**src/tcf_cfg.svh**
```systemverilog
// Addresses, field positions, reset values and divider sizes of the timer block
`ifndef TCF_CFG_SVH
`define TCF_CFG_SVH

// ----------------------------------------------------------------------------
// Byte addresses on the peripheral bus
// ----------------------------------------------------------------------------
`define TCF_ADDR_CTRL 16'hffb6
`define TCF_ADDR_FLAGS 16'hffb7
`define TCF_ADDR_CNT_HI 16'hffb8
`define TCF_ADDR_CNT_LO 16'hffb9
`define TCF_ADDR_CMP_HI 16'hffba
`define TCF_ADDR_CMP_LO 16'hffbb

// ----------------------------------------------------------------------------
// Reset values and read answers
// ----------------------------------------------------------------------------
`define TCF_CTRL_RST 8'h00
`define TCF_FLAGS_RST 8'h00
`define TCF_CNT_RST 8'h00
`define TCF_CMP_RST 8'hff
`define TCF_BYTE_ONES 8'hff
`define TCF_RD_NONE 8'hff

// ----------------------------------------------------------------------------
// Field positions in timer_control_write
// ----------------------------------------------------------------------------
`define TCF_B_LVL_HI 7
`define TCF_B_HI_SEL2 6
`define TCF_B_LVL_LO 3

// ----------------------------------------------------------------------------
// Field positions in timer_flags_control
// ----------------------------------------------------------------------------
`define TCF_B_OVF_HI 7
`define TCF_B_CMP_HI 6
`define TCF_B_OVIE_HI 5
`define TCF_B_CLR_HI 4
`define TCF_B_OVF_LO 3
`define TCF_B_CMP_LO 2
`define TCF_B_OVIE_LO 1
`define TCF_B_CLR_LO 0

// ----------------------------------------------------------------------------
// Prescaler: low counter bits that must all be ones for each rate
// ----------------------------------------------------------------------------
`define TCF_DIV_W 5
`define TCF_DIV32_BITS 5
`define TCF_DIV16_BITS 4
`define TCF_DIV4_BITS 2
`define TCF_DIV2_BITS 1

`endif

```
**src/tcf_pkg.sv**
```systemverilog
// Shared types of the timer block
package tcf_pkg;

   typedef logic [7:0] tcf_byte_t;

   // Count source chosen by a three-bit select field
   typedef enum logic [2:0] {
      TCF_SRC_CHAIN,
      TCF_SRC_DIV32,
      TCF_SRC_DIV16,
      TCF_SRC_DIV4,
      TCF_SRC_DIV2
   } tcf_src_t;

endpackage

```
**src/tcf_tick_if.sv**
```systemverilog
// Clock-select fields out to the prescaler, count enables back
`timescale 1ns/10ps
interface tcf_tick_if;
   logic [2:0] hi_sel;
   logic [2:0] lo_sel;
   logic tick_hi;
   logic tick_lo;

   modport gen (
      input hi_sel,
      input lo_sel,
      output tick_hi,
      output tick_lo
   );

   modport core (
      output hi_sel,
      output lo_sel,
      input tick_hi,
      input tick_lo
   );
endinterface

```
**src/tcf_clk_gen.sv**
```systemverilog
// Prescaler and event-pin edge detector that make the two count enables
`timescale 1ns/10ps
`include "tcf_cfg.svh"

module tcf_clk_gen (
   // Clock and reset
   input wire logic clk,
   input wire logic resetn,
   // Event pin and its controls
   input wire logic event_in,
   input wire logic event_edge_sel,
   input wire logic event_pin_func_sel,
   // Selects in, enables out
   tcf_tick_if.gen tk
);

   logic [`TCF_DIV_W-1:0] div_cnt;
   logic [3:0] div_tick;
   logic ev_meta;
   logic ev_sync;
   logic ev_prev;
   logic pin_lvl;
   logic ev_tick;
   logic [1:0] tick;

   // ----------------------------------------------------------------------------
   // Free-running prescaler
   // ----------------------------------------------------------------------------
   always_ff @(posedge clk) begin
      if (!resetn) div_cnt <= '0;
      else div_cnt <= div_cnt + 1'b1;
   end

   assign div_tick[0] = &div_cnt[`TCF_DIV32_BITS-1:0];
   assign div_tick[1] = &div_cnt[`TCF_DIV16_BITS-1:0];
   assign div_tick[2] = &div_cnt[`TCF_DIV4_BITS-1:0];
   assign div_tick[3] = &div_cnt[`TCF_DIV2_BITS-1:0];

   // ----------------------------------------------------------------------------
   // Event pin: synchroniser and edge detect
   // ----------------------------------------------------------------------------
   always_ff @(posedge clk) begin
      if (!resetn) begin
         ev_meta <= 1'b1;
         ev_sync <= 1'b1;
         ev_prev <= 1'b1;
      end else begin
         ev_meta <= event_in;
         ev_sync <= ev_meta;
         ev_prev <= pin_lvl;
      end
   end

   // Pin reads high when not in event function, so a switch while low gives an edge
   assign pin_lvl = event_pin_func_sel ? ev_sync : 1'b1;
   assign ev_tick = event_edge_sel ? (pin_lvl & ~ev_prev) : (~pin_lvl & ev_prev);

   // ----------------------------------------------------------------------------
   // Per-counter source select (0 = lower, 1 = upper)
   // ----------------------------------------------------------------------------
   for (genvar ch = 0; ch < 2; ch++) begin : g_src
      wire [2:0] sel = (ch == 1) ? tk.hi_sel : tk.lo_sel;
      wire ext = (ch == 1) ? 1'b0 : ev_tick;
      assign tick[ch] = sel[2] ? div_tick[sel[1:0]] : ext;
   end

   assign tk.tick_hi = tick[1];
   assign tk.tick_lo = tick[0];

   // ----------------------------------------------------------------------------
   // Checks
   // ----------------------------------------------------------------------------
   property p_lo_div2;
      @(posedge clk) disable iff (!resetn)
      (tk.lo_sel == 3'b111) && tk.tick_lo |=> !tk.tick_lo;
   endproperty
   a_lo_div2: assert property (p_lo_div2) else $error("lower /2 enable too fast");

   property p_hi_div32;
      @(posedge clk) disable iff (!resetn)
      (tk.hi_sel == 3'b100) && tk.tick_hi |=> !tk.tick_hi [*8];
   endproperty
   a_hi_div32: assert property (p_hi_div32) else $error("upper /32 enable too fast");

endmodule

```
**src/tcf_timer.sv**
```systemverilog
// Cascadable 16-bit / dual 8-bit compare timer with byte-wide CPU access
//
// Behaviour
// - Control register is write-only, eight bits, cleared by reset.
// - Control bit 7 sets upper toggle output level at once on write.
// - Control bit 3 sets lower toggle output level at once on write.
// - Bit 6 low: cascaded 16-bit mode, upper counts lower overflows.
// - Bit 6 high: upper counter uses /32, /16, /4 or /2 enable.
// - Bit 2 low: lower counter counts event pin edges, edge chosen outside.
// - Bit 2 high: lower counter uses /32, /16, /4 or /2 enable.
// - Changing pin function while event pin is low may add one count.
// - Flags register is read/write, eight bits, cleared by reset.
// - Bit 7 set when upper counter rolls from all ones to zero.
// - Bit 6 set when upper counter matches upper compare; in 16-bit mode only on a full 16-bit match.
// - Flags clear only by writing 0 after reading 1; writing 1 never sets.
// - Bits 5 and 1 enable the upper and lower overflow interrupts.
// - Bit 4 clears on match: full counter in 16-bit, upper in 8-bit.
// - Bit 3 set when lower counter rolls from all ones to zero.
// - Bit 2 set when lower counter matches lower compare.
// - Bit 0 clears lower counter on lower compare match in 8-bit mode.
// - An eight-bit byte latch carries 16-bit counter and compare accesses.
// - In 8-bit mode byte accesses work directly, in any order.
// - Upper byte write goes to latch; lower write loads both bytes together.
// - Upper counter read returns directly and latches lower for next read.
// - Compare reads bypass the latch, each byte straight from register.
// - In 16-bit mode upper overflow flag marks full 16-bit rollover.
// - Each compare match inverts the toggle output from its set level.
`timescale 1ns/10ps
`include "tcf_cfg.svh"

module tcf_timer (
   // Clock and reset
   input wire logic clk,
   input wire logic resetn,
   // CPU byte bus
   input wire logic [15:0] bus_addr,
   input wire logic bus_wr,
   input wire logic bus_rd,
   input wire tcf_pkg::tcf_byte_t bus_wdata,
   output tcf_pkg::tcf_byte_t bus_rdata,
   // Pins
   input wire logic event_in,
   output logic toggle_out_hi,
   output logic toggle_out_lo,
   // Controls held outside the block
   input wire logic event_edge_sel,
   input wire logic event_pin_func_sel,
   // Interrupt requests
   output logic irq_ovf_hi,
   output logic irq_cmp_hi,
   output logic irq_ovf_lo,
   output logic irq_cmp_lo
);

   tcf_pkg::tcf_byte_t ctrl;
   tcf_pkg::tcf_byte_t flags;
   tcf_pkg::tcf_byte_t cnt_hi;
   tcf_pkg::tcf_byte_t cnt_lo;
   tcf_pkg::tcf_byte_t cmp_hi;
   tcf_pkg::tcf_byte_t cmp_lo;
   tcf_pkg::tcf_byte_t byte_latch;
   tcf_pkg::tcf_byte_t rd_val;
   logic [3:0] armed;
   logic [3:0] flag_set;

   tcf_tick_if tk ();

   // ----------------------------------------------------------------------------
   // Count enables
   // ----------------------------------------------------------------------------
   assign tk.hi_sel = ctrl[6:4];
   assign tk.lo_sel = ctrl[2:0];

   tcf_clk_gen u_clk_gen (
      .clk(clk),
      .resetn(resetn),
      .event_in(event_in),
      .event_edge_sel(event_edge_sel),
      .event_pin_func_sel(event_pin_func_sel),
      .tk(tk)
   );

   // ----------------------------------------------------------------------------
   // Address decode
   // ----------------------------------------------------------------------------
   wire wide = ~ctrl[`TCF_B_HI_SEL2];
   wire w_ctrl = bus_wr && (bus_addr == `TCF_ADDR_CTRL);
   wire w_flags = bus_wr && (bus_addr == `TCF_ADDR_FLAGS);
   wire w_cnt_hi = bus_wr && (bus_addr == `TCF_ADDR_CNT_HI);
   wire w_cnt_lo = bus_wr && (bus_addr == `TCF_ADDR_CNT_LO);
   wire w_cmp_hi = bus_wr && (bus_addr == `TCF_ADDR_CMP_HI);
   wire w_cmp_lo = bus_wr && (bus_addr == `TCF_ADDR_CMP_LO);
   wire r_flags = bus_rd && (bus_addr == `TCF_ADDR_FLAGS);
   wire r_cnt_hi = bus_rd && (bus_addr == `TCF_ADDR_CNT_HI);

   // ----------------------------------------------------------------------------
   // Match, clear and overflow events
   // ----------------------------------------------------------------------------
   // Compare write in the same cycle suppresses the match
   wire lo_match = tk.tick_lo && (cnt_lo == cmp_lo) && !w_cmp_lo;
   wire full_match = wide && tk.tick_lo && ({cnt_hi, cnt_lo} == {cmp_hi, cmp_lo})
                     && !w_cmp_lo && !w_cmp_hi;
   wire clr_hi_en = flags[`TCF_B_CLR_HI];
   wire clr_lo_en = flags[`TCF_B_CLR_LO];
   wire lo_clr = wide ? (full_match && clr_hi_en) : (lo_match && clr_lo_en);
   // Counter write in the same cycle suppresses the overflow
   wire lo_ovf = tk.tick_lo && (cnt_lo == `TCF_BYTE_ONES) && !lo_clr && !w_cnt_lo;
   wire hi_tick = wide ? lo_ovf : tk.tick_hi;
   wire hi_match = wide ? full_match
                        : (tk.tick_hi && (cnt_hi == cmp_hi) && !w_cmp_hi);
   wire hi_clr = hi_match && clr_hi_en;
   wire hi_busy = w_cnt_hi || (wide && w_cnt_lo);
   wire hi_ovf = hi_tick && (cnt_hi == `TCF_BYTE_ONES) && !hi_clr && !hi_busy;

   // ----------------------------------------------------------------------------
   // Control register and toggle outputs
   // ----------------------------------------------------------------------------
   always_ff @(posedge clk) begin
      if (!resetn) ctrl <= `TCF_CTRL_RST;
      else if (w_ctrl) ctrl <= bus_wdata;
   end

   // A control write wins over a match in the same cycle
   always_ff @(posedge clk) begin
      if (!resetn) begin
         toggle_out_hi <= 1'b0;
         toggle_out_lo <= 1'b0;
      end else if (w_ctrl) begin
         toggle_out_hi <= bus_wdata[`TCF_B_LVL_HI];
         toggle_out_lo <= bus_wdata[`TCF_B_LVL_LO];
      end else begin
         if (hi_match) toggle_out_hi <= ~toggle_out_hi;
         if (lo_match) toggle_out_lo <= ~toggle_out_lo;
      end
   end

   // ----------------------------------------------------------------------------
   // Counters; a CPU write wins over counting
   // ----------------------------------------------------------------------------
   always_ff @(posedge clk) begin
      if (!resetn) cnt_lo <= `TCF_CNT_RST;
      else if (w_cnt_lo) cnt_lo <= bus_wdata;
      else if (lo_clr) cnt_lo <= '0;
      else if (tk.tick_lo) cnt_lo <= cnt_lo + 1'b1;
   end

   always_ff @(posedge clk) begin
      if (!resetn) cnt_hi <= `TCF_CNT_RST;
      else if (wide && w_cnt_lo) cnt_hi <= byte_latch;
      else if (!wide && w_cnt_hi) cnt_hi <= bus_wdata;
      else if (hi_clr) cnt_hi <= '0;
      else if (hi_tick) cnt_hi <= cnt_hi + 1'b1;
   end

   // ----------------------------------------------------------------------------
   // Compare registers
   // ----------------------------------------------------------------------------
   always_ff @(posedge clk) begin
      if (!resetn) begin
         cmp_hi <= `TCF_CMP_RST;
         cmp_lo <= `TCF_CMP_RST;
      end else begin
         if (w_cmp_lo) cmp_lo <= bus_wdata;
         if (wide && w_cmp_lo) cmp_hi <= byte_latch;
         else if (!wide && w_cmp_hi) cmp_hi <= bus_wdata;
      end
   end

   // ----------------------------------------------------------------------------
   // Byte latch for 16-bit access
   // ----------------------------------------------------------------------------
   always_ff @(posedge clk) begin
      if (!resetn) byte_latch <= '0;
      else if (wide && (w_cnt_hi || w_cmp_hi)) byte_latch <= bus_wdata;
      else if (wide && r_cnt_hi) byte_latch <= cnt_lo;
   end

   // ----------------------------------------------------------------------------
   // Flags: set by events, cleared by writing 0 after a read of 1
   // ----------------------------------------------------------------------------
   assign flag_set = {hi_ovf, hi_match, lo_ovf, lo_match};

   for (genvar i = 0; i < 4; i++) begin : g_flag
      localparam int POS = (i < 2) ? (`TCF_B_CMP_LO + i) : (`TCF_B_CMP_HI + i - 2);
      wire clr_req = w_flags && armed[i] && !bus_wdata[POS];
      always_ff @(posedge clk) begin
         if (!resetn) begin
            flags[POS] <= 1'b0;
            armed[i] <= 1'b0;
         end else begin
            if (flag_set[i]) flags[POS] <= 1'b1;
            else if (clr_req) flags[POS] <= 1'b0;
            if (r_flags) armed[i] <= flags[POS];
            else if (w_flags) armed[i] <= 1'b0;
         end
      end
   end

   // Enable and clear-select bits are plain read/write
   for (genvar j = 0; j < 2; j++) begin : g_ctl
      localparam int BASE = j * 4;
      always_ff @(posedge clk) begin
         if (!resetn) flags[BASE+1:BASE] <= 2'(`TCF_FLAGS_RST >> BASE);
         else if (w_flags) flags[BASE+1:BASE] <= bus_wdata[BASE+1:BASE];
      end
   end

   assign irq_ovf_hi = flags[`TCF_B_OVF_HI] & flags[`TCF_B_OVIE_HI];
   assign irq_ovf_lo = flags[`TCF_B_OVF_LO] & flags[`TCF_B_OVIE_LO];
   assign irq_cmp_hi = flags[`TCF_B_CMP_HI];
   assign irq_cmp_lo = flags[`TCF_B_CMP_LO];

   // ----------------------------------------------------------------------------
   // Read path
   // ----------------------------------------------------------------------------
   always_comb begin
      case (bus_addr)
         `TCF_ADDR_FLAGS: rd_val = flags;
         `TCF_ADDR_CNT_HI: rd_val = cnt_hi;
         `TCF_ADDR_CNT_LO: rd_val = wide ? byte_latch : cnt_lo;
         `TCF_ADDR_CMP_HI: rd_val = cmp_hi;
         `TCF_ADDR_CMP_LO: rd_val = cmp_lo;
         default: rd_val = `TCF_RD_NONE;
      endcase
   end

   always_ff @(posedge clk) begin
      if (!resetn) bus_rdata <= '0;
      else if (bus_rd) bus_rdata <= rd_val;
   end

   // ----------------------------------------------------------------------------
   // Checks
   // ----------------------------------------------------------------------------
   property p_lvl_hi;
      @(posedge clk) disable iff (!resetn)
      w_ctrl |=> toggle_out_hi == $past(bus_wdata[`TCF_B_LVL_HI]);
   endproperty
   a_lvl_hi: assert property (p_lvl_hi) else $error("upper level not applied");

   property p_lvl_lo;
      @(posedge clk) disable iff (!resetn)
      w_ctrl |=> toggle_out_lo == $past(bus_wdata[`TCF_B_LVL_LO]);
   endproperty
   a_lvl_lo: assert property (p_lvl_lo) else $error("lower level not applied");

   property p_toggle_hi;
      @(posedge clk) disable iff (!resetn)
      hi_match && !w_ctrl |=> toggle_out_hi != $past(toggle_out_hi);
   endproperty
   a_toggle_hi: assert property (p_toggle_hi) else $error("upper output did not toggle");

   property p_ovf_hi_set;
      @(posedge clk) disable iff (!resetn)
      wide && lo_ovf && (cnt_hi == `TCF_BYTE_ONES) && !w_cnt_hi |=> flags[`TCF_B_OVF_HI];
   endproperty
   a_ovf_hi_set: assert property (p_ovf_hi_set) else $error("16-bit rollover not flagged");

   property p_no_sw_set;
      @(posedge clk) disable iff (!resetn)
      !flags[`TCF_B_CMP_LO] && !lo_match |=> !flags[`TCF_B_CMP_LO];
   endproperty
   a_no_sw_set: assert property (p_no_sw_set) else $error("flag set without event");

   property p_clear_after_read;
      @(posedge clk) disable iff (!resetn)
      r_flags && flags[`TCF_B_OVF_LO] ##1 !w_flags
      ##1 (w_flags && !bus_wdata[`TCF_B_OVF_LO] && !lo_ovf)
      |=> !flags[`TCF_B_OVF_LO];
   endproperty
   a_clear_after_read: assert property (p_clear_after_read) else $error("flag not cleared");

   property p_wr16;
      @(posedge clk) disable iff (!resetn)
      wide && w_cnt_lo |=> {cnt_hi, cnt_lo} == {$past(byte_latch), $past(bus_wdata)};
   endproperty
   a_wr16: assert property (p_wr16) else $error("16-bit write not atomic");

   property p_rd16;
      @(posedge clk) disable iff (!resetn)
      wide && r_cnt_hi && !bus_wr |=> byte_latch == $past(cnt_lo);
   endproperty
   a_rd16: assert property (p_rd16) else $error("lower byte not latched");

   property p_cmp_rd;
      @(posedge clk) disable iff (!resetn)
      bus_rd && (bus_addr == `TCF_ADDR_CMP_LO) |=> bus_rdata == $past(cmp_lo);
   endproperty
   a_cmp_rd: assert property (p_cmp_rd) else $error("compare read went through latch");

   property p_clr_lo;
      @(posedge clk) disable iff (!resetn)
      !wide && lo_match && clr_lo_en && !w_cnt_lo |=> cnt_lo == 8'h00;
   endproperty
   a_clr_lo: assert property (p_clr_lo) else $error("lower counter not cleared");

endmodule

```
**config.mk**
```make
export PLATFORM = sky130hd
export DESIGN_NAME = tcf_timer
export DESIGN_NICKNAME = d
export VERILOG_FILES = /design/src/tcf_pkg.sv /design/src/tcf_tick_if.sv /design/src/tcf_clk_gen.sv /design/src/tcf_timer.sv
export VERILOG_INCLUDE_DIRS = /design/src
export SDC_FILE = /design/constraint.sdc
export NUM_CORES = 1
export LEC_CHECK = 0
export ABC_AREA = 0
export BUFFER_PORTS_ARGS = -buffer_cell sky130_fd_sc_hd__clkbuf_2
export CAP_MARGIN = 30
export CORE_ASPECT_RATIO = 1.1
export CORE_UTILIZATION = 49
export DETAILED_ROUTE_END_ITERATION = 16
export GPL_TIMING_DRIVEN = 0
export PLACE_DENSITY = 0.71
export SYNTH_ARGS = -nofsm -noshare
export SYNTH_HDL_FRONTEND = slang
export SYNTH_SLANG_ARGS = --single-unit
```
**constraint.sdc**
```tcl
create_clock -name clk -period 3.22 [get_ports clk]
set_input_delay 0.483 -clock clk [delete_from_list [all_inputs] [get_ports clk]]
set_output_delay 0.483 -clock clk [all_outputs]
set_load 0.01 [all_outputs]
```
==> flow_metrics.py <==
metrics = {
    "placement": {
        "portBuffers": 42,
        "dp_hpwl_um": 11200,
        "dpl.cell_count": 710,
        "place_congestion": 0.981,
    },
    "sta": {
        "holdWs_ns": 0.308,
        "slew_headroom_pct": 48.3,
        "setup_viol": 0,
        "final.setup.tns_ns": 0,
        "period_needed_ns": 2.84,
        "finalClockSkew_ns": 0.0149,
        "max_slew.worst_pin.slew_ns": 0.775,
        "hold_violations": 0,
        "fmax_mhz": 353,
        "finalCritPeriodShare_pct": 88.1,
        "drv_slew": 0,
        "rsz0062_at_grt": "no",
    },
    "final_layout": {
        "syn2layout_area_growth_pct": 12.4,
        "layout-drive-gt1-share_pct": 14.4,
        "n_antenna_cell": 0,
        "final_cell_mix": "dfxtp_1 (76), nand2_1 (71), clkbuf_2 (42), nor2_1 (39), mux2i_1 (39)",
        "fin_cells": 725,
        "nets": 642,
        "final_common_cell": "dfxtp_1",
        "utilization_pct": 57.2,
    },
    "drt": {
        "drt_iter0_markers": 407,
        "postRouteAntennaNets": 0,
        "wirelength_um": 15100,
        "drc": 0,
        "vias": 4419,
        "dr.pass1.iters": 5,
        "vias_per_cell": 6.10,
        "wl_per_cell_um": 20.9,
    },
    "min_path": {
        "hp-class": "in -> reg",
        "holdCritStartpoint": "event_in",
    },
    "grt": {
        "grt_max_degree": 14,
        "grt_pass1_wl_um": 22600,
        "antenna_found_initial": 0,
        "overflow": 0,
        "grt_usage_pct": 32.0,
        "first_global_vias": 4018,
    },
    "setup_path": {
        "endpoint_kind": "flop",
        "crit_path_max_fanout": 10,
        "critPathLaunchType": "flop",
        "startpoint": "u_clk_gen.div_cnt[0]$_SDFF_PN0_",
        "critPathRequiredTime_ns": 3.47,
        "cp.arrival_ns": 3.09,
        "worstSetupPathType": "reg -> reg",
        "timing.rr.start": "u_clk_gen.div_cnt[0]$_SDFF_PN0_",
    },
    "status": {
        "outcome": "finished, final reports clean",
    },
    "logic_synthesis": {
        "synth_flop_cell": "dfxtp_1",
        "synthesis.nets": 589,
        "yosys_warnings": 0,
        "synth_seq_cells": 76,
        "synth.distinct_cells": 63,
        "syn-mean-instance-area_um2": 8.23,
        "synthesis.area_um2": 4560,
        "synthArstFlopShare_pct": 0,
        "seq_area_frac_synth_pct": 33.4,
        "synth_edf_count": 0,
        "synthCells": 554,
    },
    "cts": {
        "cts-root-buf": "clkbuf_8",
        "numCtsBuffers": 9,
        "clk_latency_ns": 0.36,
        "cts_setup_buffers": 0,
        "cts_tree": "yes",
        "clkTransAtPathRegs_ns": 0.08,
        "post_cts_resized": 0,
        "cts_sinks": 76,
        "ctsLongestPathBuffers": 2,
        "cts_max_level": 3,
        "ctsHoldBuffers": 0,
    },
    "die": {
        "initial_core_util_pct": 50.9,
        "die_h_um": 103,
        "die-area_um2": 9700,
        "die_x_um": 94.0,
        "num_rows": 36,
        "io_pins": 45,
        "core_area_um2": 8960,
    },
    "flow_run": {
        "cap_violations": 0,
    },
    "power_and_ir_drop": {
        "p_total_uw": 1910,
        "ir_drop_mv": 0.209,
        "p_per_area_nw_per_um2": 373,
        "total_leakage_power_uw": 0.00204,
    },
}
[final cells by class]
| cell class | instances | area [um2] |
|---|---|---|
| Buffer | 38 | 158 |
| Clock buffer | 9 | 124 |
| Clock inverter | 6 | 88.8 |
| Fill cell | 852 | 3840 |
| Inverter | 7 | 26.3 |
| Multi-Input combinational cell | 433 | 2860 |
| Sequential cell | 76 | 1520 |
| Tap cell | 114 | 143 |
| Timing Repair Buffer | 42 | 210 |
[final timing paths]
path	to	slack, ns	cells past startpoint
worst max-delay path	cnt_hi[7]$_SDFFE_PN0P_	0.38	12
worst min register to register	u_clk_gen.ev_sync$_SDFF_PN1_	0.41	1
worst max register to register	cnt_hi[7]$_SDFFE_PN0P_	0.38	12
worst min-delay path	u_clk_gen.ev_meta$_SDFF_PN1_	0.31	2
[power breakdown]
group / total, uW / internal, uW / switching, uW
Sequential: 960 / 953 / 7.82
Combinational: 143 / 46.2 / 96.4
Clock: 810 / 433 / 376
Total: 1910 / 1430 / 481
[worst max-delay path, cell delays in order (launching register included)]
cell      delay (ns)
dfxtp_1         0.41
ha_1            0.28
and3_1          0.18
ha_1            0.16
nor2b_1         0.16
o32ai_2         0.12
or2_0           0.23
buf_2           0.17
o31a_1          0.32
a21boi_4        0.26
buf_6           0.18
o211ai_1        0.10
o211a_1         0.14
[stage by stage]
step / cell area (um2) / worst slack, ns
after floorplan: 4560 / 0.768
after CTS: 5130 / 0.392
final: 5130 / 0.385
after global routing: 5130 / 0.192
after detailed placement: 4910 / 0.426
after global placement: 4910 / 0.469
[metal layers]
layer	GRT usage [%]	vias to the layer above	share of wire, %
met2	54.2	180	47
met5	0	-	0
met3	3.36	34	6.2
li1	-	2114	-
met4	15.9	0	3.8
met1	40.6	2091	43
[cell families (layout without fill, tap and decap cells)]
group           Yosys count  in the layout  synth area share, %
compound gates          137            137                 21.2
xor+xnor                 27             27                 5.18
fa+ha+maj                 4              4                 1.10
buf+inv                  45            102                 4.03
flops                    76             76                 33.4
mux                      48             48                 10.8
simple gates            217            217                 24.4
[state kept, by name, indices dropped and copies added (netlist names), 4 cells and up]
register           cells
bus_rdata              8
byte_latch             8
cmp_hi                 8
cmp_lo                 8
cnt_hi                 8
cnt_lo                 8
ctrl                   6
u_clk_gen.div_cnt      5
armed                  4
flags                  4
[synthesized netlist by cell type (6+ instances only)]
| cell type | n | area, um2 |
|---|---|---|
| nand2b_1 | 12 | 75.1 |
| xor2_1 | 13 | 114 |
| a211oi_1 | 11 | 82.6 |
| nand2_1 | 71 | 267 |
| and2_1 | 10 | 62.6 |
| mux2i_1 | 39 | 390 |
| mux2_2 | 9 | 101 |
| and3_1 | 8 | 50.1 |
| nor2_1 | 39 | 146 |
| a22o_1 | 7 | 61.3 |
| nor2b_1 | 6 | 37.5 |
| o22ai_1 | 7 | 43.8 |
| xnor2_1 | 14 | 123 |
| clkbuf_1 | 28 | 105 |
| o211ai_1 | 9 | 67.6 |
| nand4_1 | 7 | 43.8 |
| nand3_1 | 27 | 135 |
| o21ai_0 | 25 | 125 |
| dfxtp_1 | 76 | 1520 |
| a21oi_1 | 32 | 160 |
| buf_2 | 6 | 30.0 |
| o211a_1 | 6 | 60.1 |
| inv_1 | 7 | 26.3 |
Power figures use the tool's default switching activity.
